## src/clock_select_pkg.sv

```systemverilog
package clock_select_pkg;

  // Widths
  localparam int unsigned MODE_W = 4;
  localparam int unsigned FREQ_W = 3;
  localparam int unsigned TUNE_W = 5;
  localparam int unsigned ADDR_W = 2;
  localparam int unsigned DATA_W = 8;

  // Clock mode configuration encodings
  localparam logic [3:0] CFG_LOW_POWER = 4'h0;
  localparam logic [3:0] CFG_STANDARD = 4'h1;
  localparam logic [3:0] CFG_HIGH_SPEED = 4'h2;
  localparam logic [3:0] CFG_RC_CLKOUT = 4'h3;
  localparam logic [3:0] CFG_EXT_CLKOUT = 4'h4;
  localparam logic [3:0] CFG_EXT_GPIO = 4'h5;
  localparam logic [3:0] CFG_HS_MULT = 4'h6;
  localparam logic [3:0] CFG_RC_GPIO = 4'h7;
  localparam logic [3:0] CFG_INT_DUAL_GPIO = 4'h8;
  localparam logic [3:0] CFG_INT_CLKOUT = 4'h9;

  // Internal frequency select codes
  localparam logic [2:0] FREQ_LOW = 3'h0;
  localparam logic [2:0] FREQ_HALF = 3'h6;
  localparam logic [2:0] FREQ_FULL = 3'h7;

  // Register offsets
  localparam logic [1:0] ADDR_CLOCK_CONTROL = 2'h0;
  localparam logic [1:0] ADDR_OSC_TUNING = 2'h1;
  localparam logic [1:0] ADDR_PORTA_LATCH = 2'h2;
  localparam logic [1:0] ADDR_PORTA_DIR = 2'h3;

  // Field positions
  localparam int unsigned FREQ_LSB = 4;
  localparam int unsigned SRC_LSB = 0;
  localparam int unsigned LF_SEL_BIT = 7;
  localparam int unsigned MULT_EN_BIT = 6;
  localparam int unsigned TUNE_LSB = 0;
  localparam int unsigned BIT_SIX = 6;
  localparam int unsigned BIT_SEVEN = 7;

  // Reset values
  localparam logic [2:0] FREQ_RESET = 3'h6;
  localparam logic [4:0] TUNE_RESET = 5'h00;
  localparam logic [1:0] LATCH_RESET = 2'h0;
  localparam logic [1:0] DIR_RESET = 2'h3;

  // Divider widths: divide by 4 and by 256
  localparam int unsigned CLKOUT_DIV_W = 2;
  localparam int unsigned LF_DIV_W = 8;

  // Decoded primary modes
  typedef enum {
    low_power_crystal_mode,
    standard_crystal_mode,
    high_speed_crystal_mode,
    high_speed_multiplied_mode,
    ext_resistor_cap_clkout,
    ext_resistor_cap_gpio,
    internal_osc_clkout_mode,
    internal_osc_dual_gpio,
    external_clock_clkout,
    external_clock_gpio
  } osc_mode_t;

  // Internal clock source choice
  typedef enum logic [1:0] {
    src_fast_direct,
    src_slow_direct,
    src_postscaled,
    src_fast_div256
  } clk_source_t;

endpackage : clock_select_pkg

```

## src/clock_divider.sv

```systemverilog
`timescale 1ns/1ps
// Power-of-two divider that counts only while run is high, square output
module clock_divider
  import clock_select_pkg::*;
#(
  parameter int unsigned WIDTH = 2
) (
  input wire logic clock,
  input wire logic rst_n,
  input wire logic run,
  output logic div_out
);

  // Division counter
  logic [WIDTH-1:0] count;
  logic [WIDTH-1:0] next_count;
  // Registered output keeps the pin free of glitches
  logic next_div_out;

  // Next count and output level
  always_comb begin
    next_count = count;
    next_div_out = div_out;
    if (!rst_n || !run) begin
      // Held at zero so the phase restarts cleanly
      next_count = '0;
      next_div_out = 1'b0;
    end else begin
      next_count = count + 1'b1;
      next_div_out = next_count[WIDTH-1];
    end
  end

  // Register stage
  always_ff @(posedge clock) begin
    count <= next_count;
    div_out <= next_div_out;
  end

endmodule : clock_divider

```

## src/oscillator_mode_clock_select.sv

```systemverilog
// Chosen here: the plain strobed port and the placing of the registers.
`timescale 1ns/1ps
// Notes on behaviour
// RQ1: Ten primary modes from four-bit field
// RQ2: External clock modes need no start-up delay
// RQ3: External clock clkout drives clock divided by four
// RQ4: External clock gpio frees output as bit six
// RQ5: RC clkout drives oscillator divided by four
// RQ6: RC gpio frees output as bit six
// RQ7: Multiplied mode runs crystal times four
// RQ8: Multiplied mode hides software multiplier enable
// RQ9: Crystal multiplier only with field 0110
// RQ10: Software multiplier on fast internal oscillator
// RQ11: Multiplier needs internal mode, frequency 111/110
// RQ12: Fast oscillator direct or through postscaler
// RQ13: Fast oscillator on for 125k-8M, or selected 31k
// RQ14: Low-frequency select picks div256 or slow oscillator
// RQ15: Slow oscillator on when selected or feature needs
// RQ16: Frequency select picks fast, slow, postscaled
// RQ17: Internal clkout: output divided, input bit seven
// RQ18: Internal dual gpio: both pins port bits
// RQ19: High-speed mode may take an external clock
// RQ20: Resonators above 3.5 MHz use high-speed mode
// RQ21: Mode field captured at reset, decoded statically
module oscillator_mode_clock_select
  import clock_select_pkg::*;
(
  input wire logic clock,
  input wire logic rst_n,
  input wire logic [MODE_W-1:0] clock_mode_cfg,
  input wire logic power_up_timer_en,
  input wire logic fail_safe_monitor_en,
  input wire logic watchdog_en,
  input wire logic two_speed_start_en,
  input wire logic [ADDR_W-1:0] reg_addr,
  input wire logic [DATA_W-1:0] reg_wdata,
  input wire logic reg_write,
  input wire logic reg_read,
  output logic [DATA_W-1:0] reg_rdata,
  input wire logic osc_input_pin_in,
  output logic osc_input_pin_out,
  output logic osc_input_pin_oe,
  input wire logic osc_output_pin_in,
  output logic osc_output_pin_out,
  output logic osc_output_pin_oe,
  output osc_mode_t active_mode,
  output clk_source_t active_source,
  output logic crystal_amp_en,
  output logic startup_delay_needed,
  output logic multiplier_active,
  output logic fast_osc_en,
  output logic slow_osc_en,
  output logic derived_low_clock
);

  // Static configuration, captured while reset is low
  logic [MODE_W-1:0] mode_cfg;
  logic [MODE_W-1:0] next_mode_cfg;

  // Software registers
  logic [FREQ_W-1:0] internal_freq_select;
  logic [FREQ_W-1:0] next_internal_freq_select;
  logic low_freq_source_sel;
  logic next_low_freq_source_sel;
  logic multiplier_sw_enable;
  logic next_multiplier_sw_enable;
  logic [TUNE_W-1:0] tune;
  logic [TUNE_W-1:0] next_tune;
  logic [1:0] porta_latch;
  logic [1:0] next_porta_latch;
  logic [1:0] porta_dir;
  logic [1:0] next_porta_dir;
  logic [DATA_W-1:0] next_reg_rdata;

  // Pin synchronisers, two stages each
  logic [1:0] pin_meta;
  logic [1:0] pin_sync;

  // Mode decode results
  osc_mode_t mode;
  logic internal_primary;
  logic ext_clock_mode;
  logic crystal_mode;
  logic clkout_mode;
  logic out_gpio_mode;
  logic mult_allowed;
  logic clkout_level;

  // Pins from outside are sampled twice before any use
  always_ff @(posedge clock) begin
    if (!rst_n) begin
      pin_meta <= 2'h0;
      pin_sync <= 2'h0;
    end else begin
      pin_meta <= {osc_input_pin_in, osc_output_pin_in};
      pin_sync <= pin_meta;
    end
  end

  // Configuration capture
  always_comb begin
    // RQ21: sampled at reset
    next_mode_cfg = rst_n ? mode_cfg : clock_mode_cfg;
  end

  always_ff @(posedge clock) begin
    mode_cfg <= next_mode_cfg;
  end

  // Field decode into one of ten modes
  always_comb begin
    // RQ1: ten mode decode
    case (mode_cfg)
      CFG_LOW_POWER: mode = low_power_crystal_mode;
      CFG_STANDARD: mode = standard_crystal_mode;
      CFG_HIGH_SPEED: mode = high_speed_crystal_mode;
      CFG_HS_MULT: mode = high_speed_multiplied_mode;
      CFG_RC_CLKOUT: mode = ext_resistor_cap_clkout;
      CFG_RC_GPIO: mode = ext_resistor_cap_gpio;
      CFG_INT_CLKOUT: mode = internal_osc_clkout_mode;
      CFG_INT_DUAL_GPIO: mode = internal_osc_dual_gpio;
      CFG_EXT_CLKOUT: mode = external_clock_clkout;
      CFG_EXT_GPIO: mode = external_clock_gpio;
      // Unused codes fall back to the RC clkout mode
      default: mode = ext_resistor_cap_clkout;
    endcase
  end

  // Mode class flags
  always_comb begin
    internal_primary = (mode == internal_osc_clkout_mode) || (mode == internal_osc_dual_gpio);
    ext_clock_mode = (mode == external_clock_clkout) || (mode == external_clock_gpio);
    // RQ19: high-speed amplifier may be overdriven
    crystal_mode = (mode == low_power_crystal_mode) || (mode == standard_crystal_mode) ||
                   (mode == high_speed_crystal_mode) || (mode == high_speed_multiplied_mode);
    // RQ3: external clock clkout
    // RQ5: RC clkout
    clkout_mode = (mode == external_clock_clkout) || (mode == ext_resistor_cap_clkout) ||
                  (mode == internal_osc_clkout_mode);
    // RQ4: external clock frees bit six
    // RQ6: RC frees bit six
    out_gpio_mode = (mode == external_clock_gpio) || (mode == ext_resistor_cap_gpio) ||
                    (mode == internal_osc_dual_gpio);
  end

  // Multiplier availability for the internal oscillator
  always_comb begin
    // RQ11: mode and frequency gate
    // RQ8: never in multiplied crystal mode
    mult_allowed = internal_primary &&
                   ((internal_freq_select == FREQ_FULL) || (internal_freq_select == FREQ_HALF));
  end

  // Register write decode and next values
  always_comb begin
    next_internal_freq_select = internal_freq_select;
    next_low_freq_source_sel = low_freq_source_sel;
    next_multiplier_sw_enable = multiplier_sw_enable;
    next_tune = tune;
    next_porta_latch = porta_latch;
    next_porta_dir = porta_dir;
    if (!rst_n) begin
      // Defined state after reset
      next_internal_freq_select = FREQ_RESET;
      next_low_freq_source_sel = 1'b0;
      next_multiplier_sw_enable = 1'b0;
      next_tune = TUNE_RESET;
      next_porta_latch = LATCH_RESET;
      next_porta_dir = DIR_RESET;
    end else begin
      if (reg_write) begin
        case (reg_addr)
          ADDR_CLOCK_CONTROL: begin
            next_internal_freq_select = reg_wdata[FREQ_LSB +: FREQ_W];
          end
          ADDR_OSC_TUNING: begin
            next_low_freq_source_sel = reg_wdata[LF_SEL_BIT];
            next_multiplier_sw_enable = reg_wdata[MULT_EN_BIT];
            next_tune = reg_wdata[TUNE_LSB +: TUNE_W];
          end
          ADDR_PORTA_LATCH: begin
            next_porta_latch = {reg_wdata[BIT_SEVEN], reg_wdata[BIT_SIX]};
          end
          ADDR_PORTA_DIR: begin
            next_porta_dir = {reg_wdata[BIT_SEVEN], reg_wdata[BIT_SIX]};
          end
          default: begin
            // Unmapped offsets take no write
          end
        endcase
      end
      // RQ11: bit held clear when unavailable
      // Checked after the write so a write in a barred state is dropped,
      // and a later frequency change also drops a bit that was set
      if (!mult_allowed) begin
        next_multiplier_sw_enable = 1'b0;
      end
    end
  end

  // Read data, one cycle after the strobe
  always_comb begin
    next_reg_rdata = '0;
    if (rst_n && reg_read) begin
      case (reg_addr)
        ADDR_CLOCK_CONTROL: begin
          next_reg_rdata[FREQ_LSB +: FREQ_W] = internal_freq_select;
          // Active source shows the block's own choice
          next_reg_rdata[SRC_LSB +: 2] = active_source;
        end
        ADDR_OSC_TUNING: begin
          next_reg_rdata[LF_SEL_BIT] = low_freq_source_sel;
          // RQ8: reads zero when unavailable
          next_reg_rdata[MULT_EN_BIT] = multiplier_sw_enable;
          next_reg_rdata[TUNE_LSB +: TUNE_W] = tune;
        end
        ADDR_PORTA_LATCH: begin
          // Port bits read the synchronised pin levels
          next_reg_rdata[BIT_SEVEN] = pin_sync[1];
          next_reg_rdata[BIT_SIX] = pin_sync[0];
        end
        ADDR_PORTA_DIR: begin
          next_reg_rdata[BIT_SEVEN] = porta_dir[1];
          next_reg_rdata[BIT_SIX] = porta_dir[0];
        end
        default: begin
          // Unmapped offsets read zero
          next_reg_rdata = '0;
        end
      endcase
    end
  end

  // Register stage for software state and read data
  always_ff @(posedge clock) begin
    internal_freq_select <= next_internal_freq_select;
    low_freq_source_sel <= next_low_freq_source_sel;
    multiplier_sw_enable <= next_multiplier_sw_enable;
    tune <= next_tune;
    porta_latch <= next_porta_latch;
    porta_dir <= next_porta_dir;
    reg_rdata <= next_reg_rdata;
  end

  // Internal clock source choice
  always_comb begin
    // RQ16: source from frequency select
    // RQ12: direct or postscaled fast clock
    case (internal_freq_select)
      FREQ_FULL: active_source = src_fast_direct;
      // RQ14: low-frequency source select
      FREQ_LOW: active_source = low_freq_source_sel ? src_fast_div256 : src_slow_direct;
      default: active_source = src_postscaled;
    endcase
  end

  // Oscillator enables and multiplier
  always_comb begin
    active_mode = mode;
    // RQ13: fast oscillator enable
    fast_osc_en = internal_primary && (active_source != src_slow_direct);
    // RQ15: slow oscillator enable
    slow_osc_en = (internal_primary && (active_source == src_slow_direct)) ||
                  power_up_timer_en || fail_safe_monitor_en || watchdog_en || two_speed_start_en;
    // RQ7: crystal times four
    // RQ9: only with field 0110
    // RQ10: software enabled internal path
    multiplier_active = (mode_cfg == CFG_HS_MULT) || (multiplier_sw_enable && mult_allowed);
    crystal_amp_en = crystal_mode;
    // RQ2: no start-up delay for external clock
    startup_delay_needed = crystal_mode && !ext_clock_mode;
  end

  // Divide-by-four clock output; device clock stands for the oscillator
  clock_divider #(
    .WIDTH(CLKOUT_DIV_W)
  ) clkout_divider (
    .clock(clock),
    .rst_n(rst_n),
    .run(clkout_mode),
    .div_out(clkout_level)
  );

  // Divide-by-256 path for the derived low clock
  clock_divider #(
    .WIDTH(LF_DIV_W)
  ) low_clock_divider (
    .clock(clock),
    .rst_n(rst_n),
    // RQ14: divider runs only when chosen
    .run(internal_primary && (active_source == src_fast_div256)),
    .div_out(derived_low_clock)
  );

  // Pin function muxing
  always_comb begin
    // Crystal modes leave both pins undriven, as do the three gpio modes while both port bits are set as inputs
    osc_input_pin_out = 1'b0;
    osc_input_pin_oe = 1'b0;
    osc_output_pin_out = 1'b0;
    osc_output_pin_oe = 1'b0;
    // RQ17: input pin is bit seven
    // RQ18: both pins are port bits
    if (internal_primary) begin
      osc_input_pin_out = porta_latch[1];
      osc_input_pin_oe = !porta_dir[1];
    end
    if (clkout_mode) begin
      // RQ17: divided clock on output pin
      osc_output_pin_out = clkout_level;
      osc_output_pin_oe = 1'b1;
    end else if (out_gpio_mode) begin
      // Direction bit high means input, as on the port
      osc_output_pin_out = porta_latch[0];
      osc_output_pin_oe = !porta_dir[0];
    end
  end

endmodule : oscillator_mode_clock_select

```

## config.mk

```make
export PLATFORM = sky130hd
export DESIGN_NAME = oscillator_mode_clock_select
export DESIGN_NICKNAME = d
export VERILOG_FILES = /design/src/clock_select_pkg.sv /design/src/clock_divider.sv /design/src/oscillator_mode_clock_select.sv
export SDC_FILE = /design/constraint.sdc
export NUM_CORES = 1
export LEC_CHECK = 0
export BUFFER_PORTS_ARGS = -buffer_cell sky130_fd_sc_hd__buf_2
export CAP_MARGIN = 25
export CORE_UTILIZATION = 49
export DETAILED_ROUTE_END_ITERATION = 16
export HOLD_SLACK_MARGIN = 0.1
export PLACE_DENSITY = 0.79
export SLEW_MARGIN = 0
export SYNTH_ARGS = -nofsm -noshare
export SYNTH_HDL_FRONTEND = slang
export SYNTH_SLANG_ARGS = --single-unit
```

## constraint.sdc

```tcl
create_clock -name clock -period 1.35 [get_ports clock]
set_input_delay 0.0675 -clock clock [delete_from_list [all_inputs] [get_ports clock]]
set_output_delay 0.0675 -clock clock [all_outputs]
set_load 0.05 [all_outputs]
```

==> flow_summary.ini, run 1 <==
[logic_synthesis]
async_reset_ff_frac = 0
synth_cell_types = 42
syn_area_per_cell_um2 = 10.15
syn_area_um2 = 2061
synth-main-ff-cell = dfxtp_1
yosys.area.top_type_share = 0.3886
ys_seq_elements = 44
synth_common_cells = dfxtp_1, buf_4, nor2_1
ys_seq_area_frac = 0.4469
synth_edf_count = 4
yosysMostFrequentCell = dfxtp_1
syn_inst = 203
ys_top_cells_by_area = dfxtp_1, buf_4, mux2i_1, edfxtp_1, nor2_1
yosys.area.top_type = dfxtp_1
ys_warn_count = 0

[critical_path]
slowest_stage = dfxtp_2
path_cells = nor4_4 > buf_4 > a31oi_4 > buf_6
crit_fanout = 3
cp-end-kind = output port
required_ns = 1.28
ff2ff_setup_slack_ns = 0.11
critPathArrivalTime_ns = 1.33
worst-setup-path-type = flip-flop to output port
reg2reg_depth = 5
setup.worst_path.start_class = flip-flop
crit_path_max_incr_delay_ns = 0.34

[drt]
routed_via_density = 4.788
first_pass_iters = 4
postRouteWirelength_mm = 4.102
wire_per_inst_um = 12.62
drt_iter0_drc = 38
ant_nets = 0
drc = 0
via_count = 1556

[timing]
rsz0062_at_grt = yes
timing_hold_violations_final = 0
period_share = 1.038
tns_ns = -0.1155
setup_violations = 3
setup_ws_ns = -0.05072
period_minus_slack_ns = 1.401
finalClockSkew_ns = 0.01043
final_max_slew_viol_count = 0
fmax_mhz = 713.9
hold_slack_ns = 0.1384

[floorplan]
core_um2 = 4029
dieHeight_um = 66.85
start_util = 0.5115
row_count = 23
boundaryPins = 76
die_w_um = 66.85
die-area_um2 = 4469

[place]
io_buffer_count = 47
place_congestion = 0.8142
hpwl_mm = 2.902

[outcome]
violations = negative setup slack
outcome = finished with violations

[grt]
grt_pass1_vias = 1437
grt_pass1_wl_mm = 6.568
grt_max_degree = 15
grt_usage = 0.2034
grt.overflow.total = 0
antenna_found_initial = 0

[cells_and_area]
syn_to_final_growth_pct = 32.67
n_fill_cell = 326
final_nets = 299
antenna_cells = 0
drive_above_1_share = 0.3891

[power_and_ir_drop]
power.leakage_nw = 1.220
powerDensity_nw_per_um2 = 1088
ir_drop_mv = 0.7240

[cts]
cts_tree = built
cts.htree.levels = 2
clk_pin_slew_ns = 0.09
cts_buffers = 5
clk_path_buf_depth = 2
worstSkewPairLatency_ns = 0.30
root_buffer = clkbuf_8
cts_sinks = 44

[worst_hold_path]
holdPathStages = 3
hold_path_class = primary input to flip-flop

[job]
cap_viol_max_count = 0
==> layout by cell type, fill, tap and decap left out, types with 3 or more instances in the layout <==
cell type      synthesis  routed
a21oi_2                1       3
and2_1                 5       4
buf_2                  2      38
buf_4                 33      10
buf_6                  2       9
clkbuf_8               0       6
conb_1                 1      28
dfxtp_1               40      31
dfxtp_2                0       6
dfxtp_4                0       3
dlygate4sd3_1          0      15
edfxtp_1               4       4
mux2i_1               20      20
nand2_1               13      11
nand3_1                6       6
nand3b_1               3       3
nor2_1                23      16
nor2_2                 0       3
nor2_4                 0       4
nor4_1                 3       3
o21ai_0                5       5
or3_1                  3       3
==> area by class of cell <==
type / count / area [um^2] / area share
Clock inverter: 2 / 10.01 / 0.003661
Clock buffer: 6 / 82.58 / 0.03021
Inverter: 2 / 7.507 / 0.002746
Multi-Input combinational cell: 147 / 1085 / 0.3968
Sequential cell: 44 / 939.7 / 0.3437
Timing Repair Buffer: 74 / 546.8 / 0.2000
Tap cell: 50 / 62.56 / 0.02288
==> sequential cells by signal (all words and copies together), names as in the netlist <==
| signal | cells |
|---|---|
| pin_meta | 2 |
| porta_dir | 2 |
| internal_freq_select | 3 |
| pin_sync | 2 |
| low_clock_divider.count | 8 |
| mode_cfg | 4 |
| active_mode | 4 |
| low_freq_source_sel | 1 |
| multiplier_sw_enable | 1 |
| clkout_divider.count | 2 |
| tune | 5 |
| reg_rdata | 8 |
| porta_latch | 2 |
==> final timing paths <==
path | startpoint | endpoint
worst max-delay path | internal_freq_select[0] | active_source[1]
worst max register to register | internal_freq_select[2] | low_clock_divider.count[5]
worst min-delay path | reg_addr[1] | reg_rdata[7]
worst min register to register | pin_meta[0] | pin_sync[0]
==> per-stage QoR <==
step                setup slack [ns]  cells    util  area, um^2  power (mW)
CTS                         -0.09280    324  0.6599        2659       2.962
floorplan                   -0.02070    230       -        2235       2.015
global placement              0.1222    298  0.5730        2308       2.054
detailed placement           0.09474    298  0.5730        2308       2.063
global route                 -0.1039    325  0.6786        2734       3.089
finish                      -0.05072    325  0.6786        2734       2.976
==> critical path: cells and delay by family (launching register included) <==
family | cells | cell delay (ns)
buffers and inverters | 2 | 0.36
DFF | 1 | 0.34
and+or+nand+nor | 1 | 0.30
AOI/OAI and AO/OA | 1 | 0.04
==> layer usage <==
| metal | track usage | vias up | routed length, um |
|---|---|---|---|
| met4 | 0.06383 | 0 | 52 |
| met5 | 0 | - | 0 |
| met2 | 0.3510 | 43 | 1981 |
| met1 | 0.2415 | 728 | 1878 |
| met3 | 0.05651 | 5 | 190 |
| li1 | - | 780 | - |
==> logic make-up after synthesis <==
logic type / synth area share
simple gates: 0.2113
compound gates: 0.04493
flops: 0.4469
mux: 0.1324
xor+xnor: 0.01700
fa+ha+maj: 0.006071
other cells: 0.001820
buf+inv: 0.1396
==> power breakdown <==
part / leakage [nW] / switching, mW / internal [mW]
combinational: 0.801 / 0.482 / 0.220
sequential: 0.367 / 0.0547 / 1.37
clock: 0.0510 / 0.439 / 0.408
total: 1.22 / 0.975 / 2.00
==> what timing repair did <==
item | 4_1_cts | 5_1_grt
hold endpoints to repair | 22 | 0
pin swaps | 3 | 5
resized for setup | 26 | 21
hold buffers | 15 | 0
buffers inserted | 3 | 1
endpoints found under the setup margin | 9 | 14
Note: power is estimated with default switching activity, not from simulation.
==> run 2, diff against run 1 <==
--- a/config.mk
+++ b/config.mk
@@ -7,10 +7,13 @@
 export LEC_CHECK = 0
 export BUFFER_PORTS_ARGS = -buffer_cell sky130_fd_sc_hd__buf_2
 export CAP_MARGIN = 25
-export CORE_UTILIZATION = 49
+export CELL_PAD_IN_SITES_DETAIL_PLACEMENT = 1
+export CELL_PAD_IN_SITES_GLOBAL_PLACEMENT = 2
+export CORE_UTILIZATION = 29
 export DETAILED_ROUTE_END_ITERATION = 16
 export HOLD_SLACK_MARGIN = 0.1
-export PLACE_DENSITY = 0.79
+export PLACE_DENSITY_LB_ADDON = 0.1
+export SKIP_CTS_REPAIR_TIMING = 1
 export SLEW_MARGIN = 0
 export SYNTH_ARGS = -nofsm -noshare
 export SYNTH_HDL_FRONTEND = slang
==> flow_summary.ini, run 2 (synthesis results as in run 1) <==
[drt]
via_count = 1571
first_pass_iters = 4
drc = 0
drt_iter0_drc = 35
ant_nets = 0
wire_per_inst_um = 12.72
postRouteWirelength_mm = 4.771
routed_via_density = 4.189

[timing]
setup_violations = 3
period_minus_slack_ns = 1.422
final_max_slew_viol_count = 0
period_share = 1.053
rsz0062_at_grt = yes
setup_ws_ns = -0.07179
fmax_mhz = 703.3
hold_slack_ns = 0.1417
timing_hold_violations_final = 0
finalClockSkew_ns = 0.008778

[cells_and_area]
multiInputGateArea_um2 = 1084
final_core_util = 0.4119
final_nets = 304
syn_to_final_growth_pct = 36.55
final_common_cell = buf_2
drive_above_1_share = 0.3871
seq_area_um2 = 940.9
instances_no_fill = 375
antenna_cells = 0
n_fill_cell = 783
layout_common_cells = buf_2, dfxtp_1, conb_1
reg.largest.list = low_clock_divider.count x8, reg_rdata x8, tune x5

[critical_path]
worst-setup-path-type = flip-flop to output port
setup.worst_path.start_class = flip-flop
ff2ff_setup_slack_ns = 0.07
r2r-start = internal_freq_select[2]
cp-end-kind = output port
r2r-end = reg_rdata[1]
crit_fanout = 7
reg2reg_depth = 5
path_cells = nor4_4 > buf_4 > a31oi_4 > buf_6
slowest_stage = dfxtp_4
critPathArrivalTime_ns = 1.35
crit_path_max_incr_delay_ns = 0.38
required_ns = 1.28

[worst_hold_path]
hold_start = reg_addr[1]
min_to = reg_rdata[7]
holdPathStages = 3
hold_path_class = primary input to flip-flop

[power_and_ir_drop]
power.leakage_nw = 1.230
powerDensity_nw_per_um2 = 1039
finalPower_mw = 2.924
swShare = 0.3309
seq_power_share = 0.487
p_switching_mw = 0.9677
p_clk_frac = 0.266
ir_drop_mv = 0.5893
internal_power_mw = 1.956
combPwrFrac = 0.247

[cts]
clk_pin_slew_ns = 0.08
cts_sinks = 44
cts_buffers = 5
clk_path_buf_depth = 2
cts.htree.levels = 2
worstSkewPairLatency_ns = 0.29
root_buffer = clkbuf_8
cts_tree = built

[grt]
grt_pass1_vias = 1460
grt.overflow.total = 0
grt_pass1_wl_mm = 7.238
grt_usage = 0.1295
grt_max_degree = 15
antenna_found_initial = 0

[place]
hpwl_mm = 3.508
placed_cells = 347
dp_slack_ns = 0.09340
io_buffer_count = 47
place_congestion = 0.6721

[floorplan]
die-area_um2 = 7447
core_um2 = 6832
row_count = 30
start_util = 0.3016
boundaryPins = 76
dieHeight_um = 86.30
die_w_um = 86.30

[outcome]
outcome = finished with violations
violations = negative setup slack

[job]
cap_viol_max_count = 0
==> run 2: cell types whose count changed in the layout (fill, tap and decap cells not counted), moves of 2 or more <==
cell	before	now
buf_6	9	5
nor2_1	16	18
dfxtp_2	6	4
buf_4	10	17
buf_8	2	4
nor2_2	3	1
==> run 2: through the flow <==
stage | TNS (ns) | cell area [um^2]
5_1_grt | -0.5140 | 2814
4_1_cts | -1.700 | 2466
6_report | -0.1684 | 2814
3_3_place_gp | 0 | 2389
3_5_place_dp | 0 | 2389
2_1_floorplan | -0.04952 | 2235
==> run 2: area by class of cell <==
type	count	share of cell area
timing repair buffer	79	0.2076
sequential	44	0.3344
tap	96	0.04269
clock buffer	6	0.02579
clock inverter	1	0.001779
multi-input combinational	147	0.3851
inverter	2	0.002668
==> run 2: layer usage <==
layer / part of all wire / up-vias / track usage
met5: 0 / - / 0
met1: 0.45 / 736 / 0.1640
li1: - / 782 / -
met2: 0.49 / 46 / 0.2121
met4: 0.014 / 0 / 0.05455
met3: 0.050 / 7 / 0.02952
==> run 2: worst max-delay path by stage <==
stage	slack [ns]	depth (start not counted)	start	end
detailed placement	0.09	4	low_clock_divider.count[1]	low_clock_divider.count[6]
global placement	0.12	4	low_clock_divider.count[1]	low_clock_divider.count[6]
global route	-0.14	4	internal_freq_select[2]	active_source[1]
floorplan	-0.02	4	internal_freq_select[1]	low_clock_divider.count[5]
finish	-0.07	4	internal_freq_select[2]	active_source[1]
CTS	-0.23	4	internal_freq_select[1]	slow_osc_en
==> run 2: power by group through the flow <==
| stage | combinational (mW) | sequential, mW | clock, mW |
|---|---|---|---|
| after floorplan | 0.511 | 1.50 | 0 |
| after global placement | 0.626 | 1.45 | 0 |
| after detailed placement | 0.626 | 1.45 | 0 |
| after CTS | 0.629 | 1.42 | 0.827 |
| after global routing | 0.766 | 1.43 | 0.863 |
| final | 0.722 | 1.42 | 0.778 |
==> run 2: worst max-delay path: cells and delay by family, from the launching register on <==
kind                   cells  cell delay (ns)
and+or+nand+nor            1             0.30
AOI/OAI and AO/OA          1             0.04
buffers and inverters      2             0.34
DFF                        1             0.38
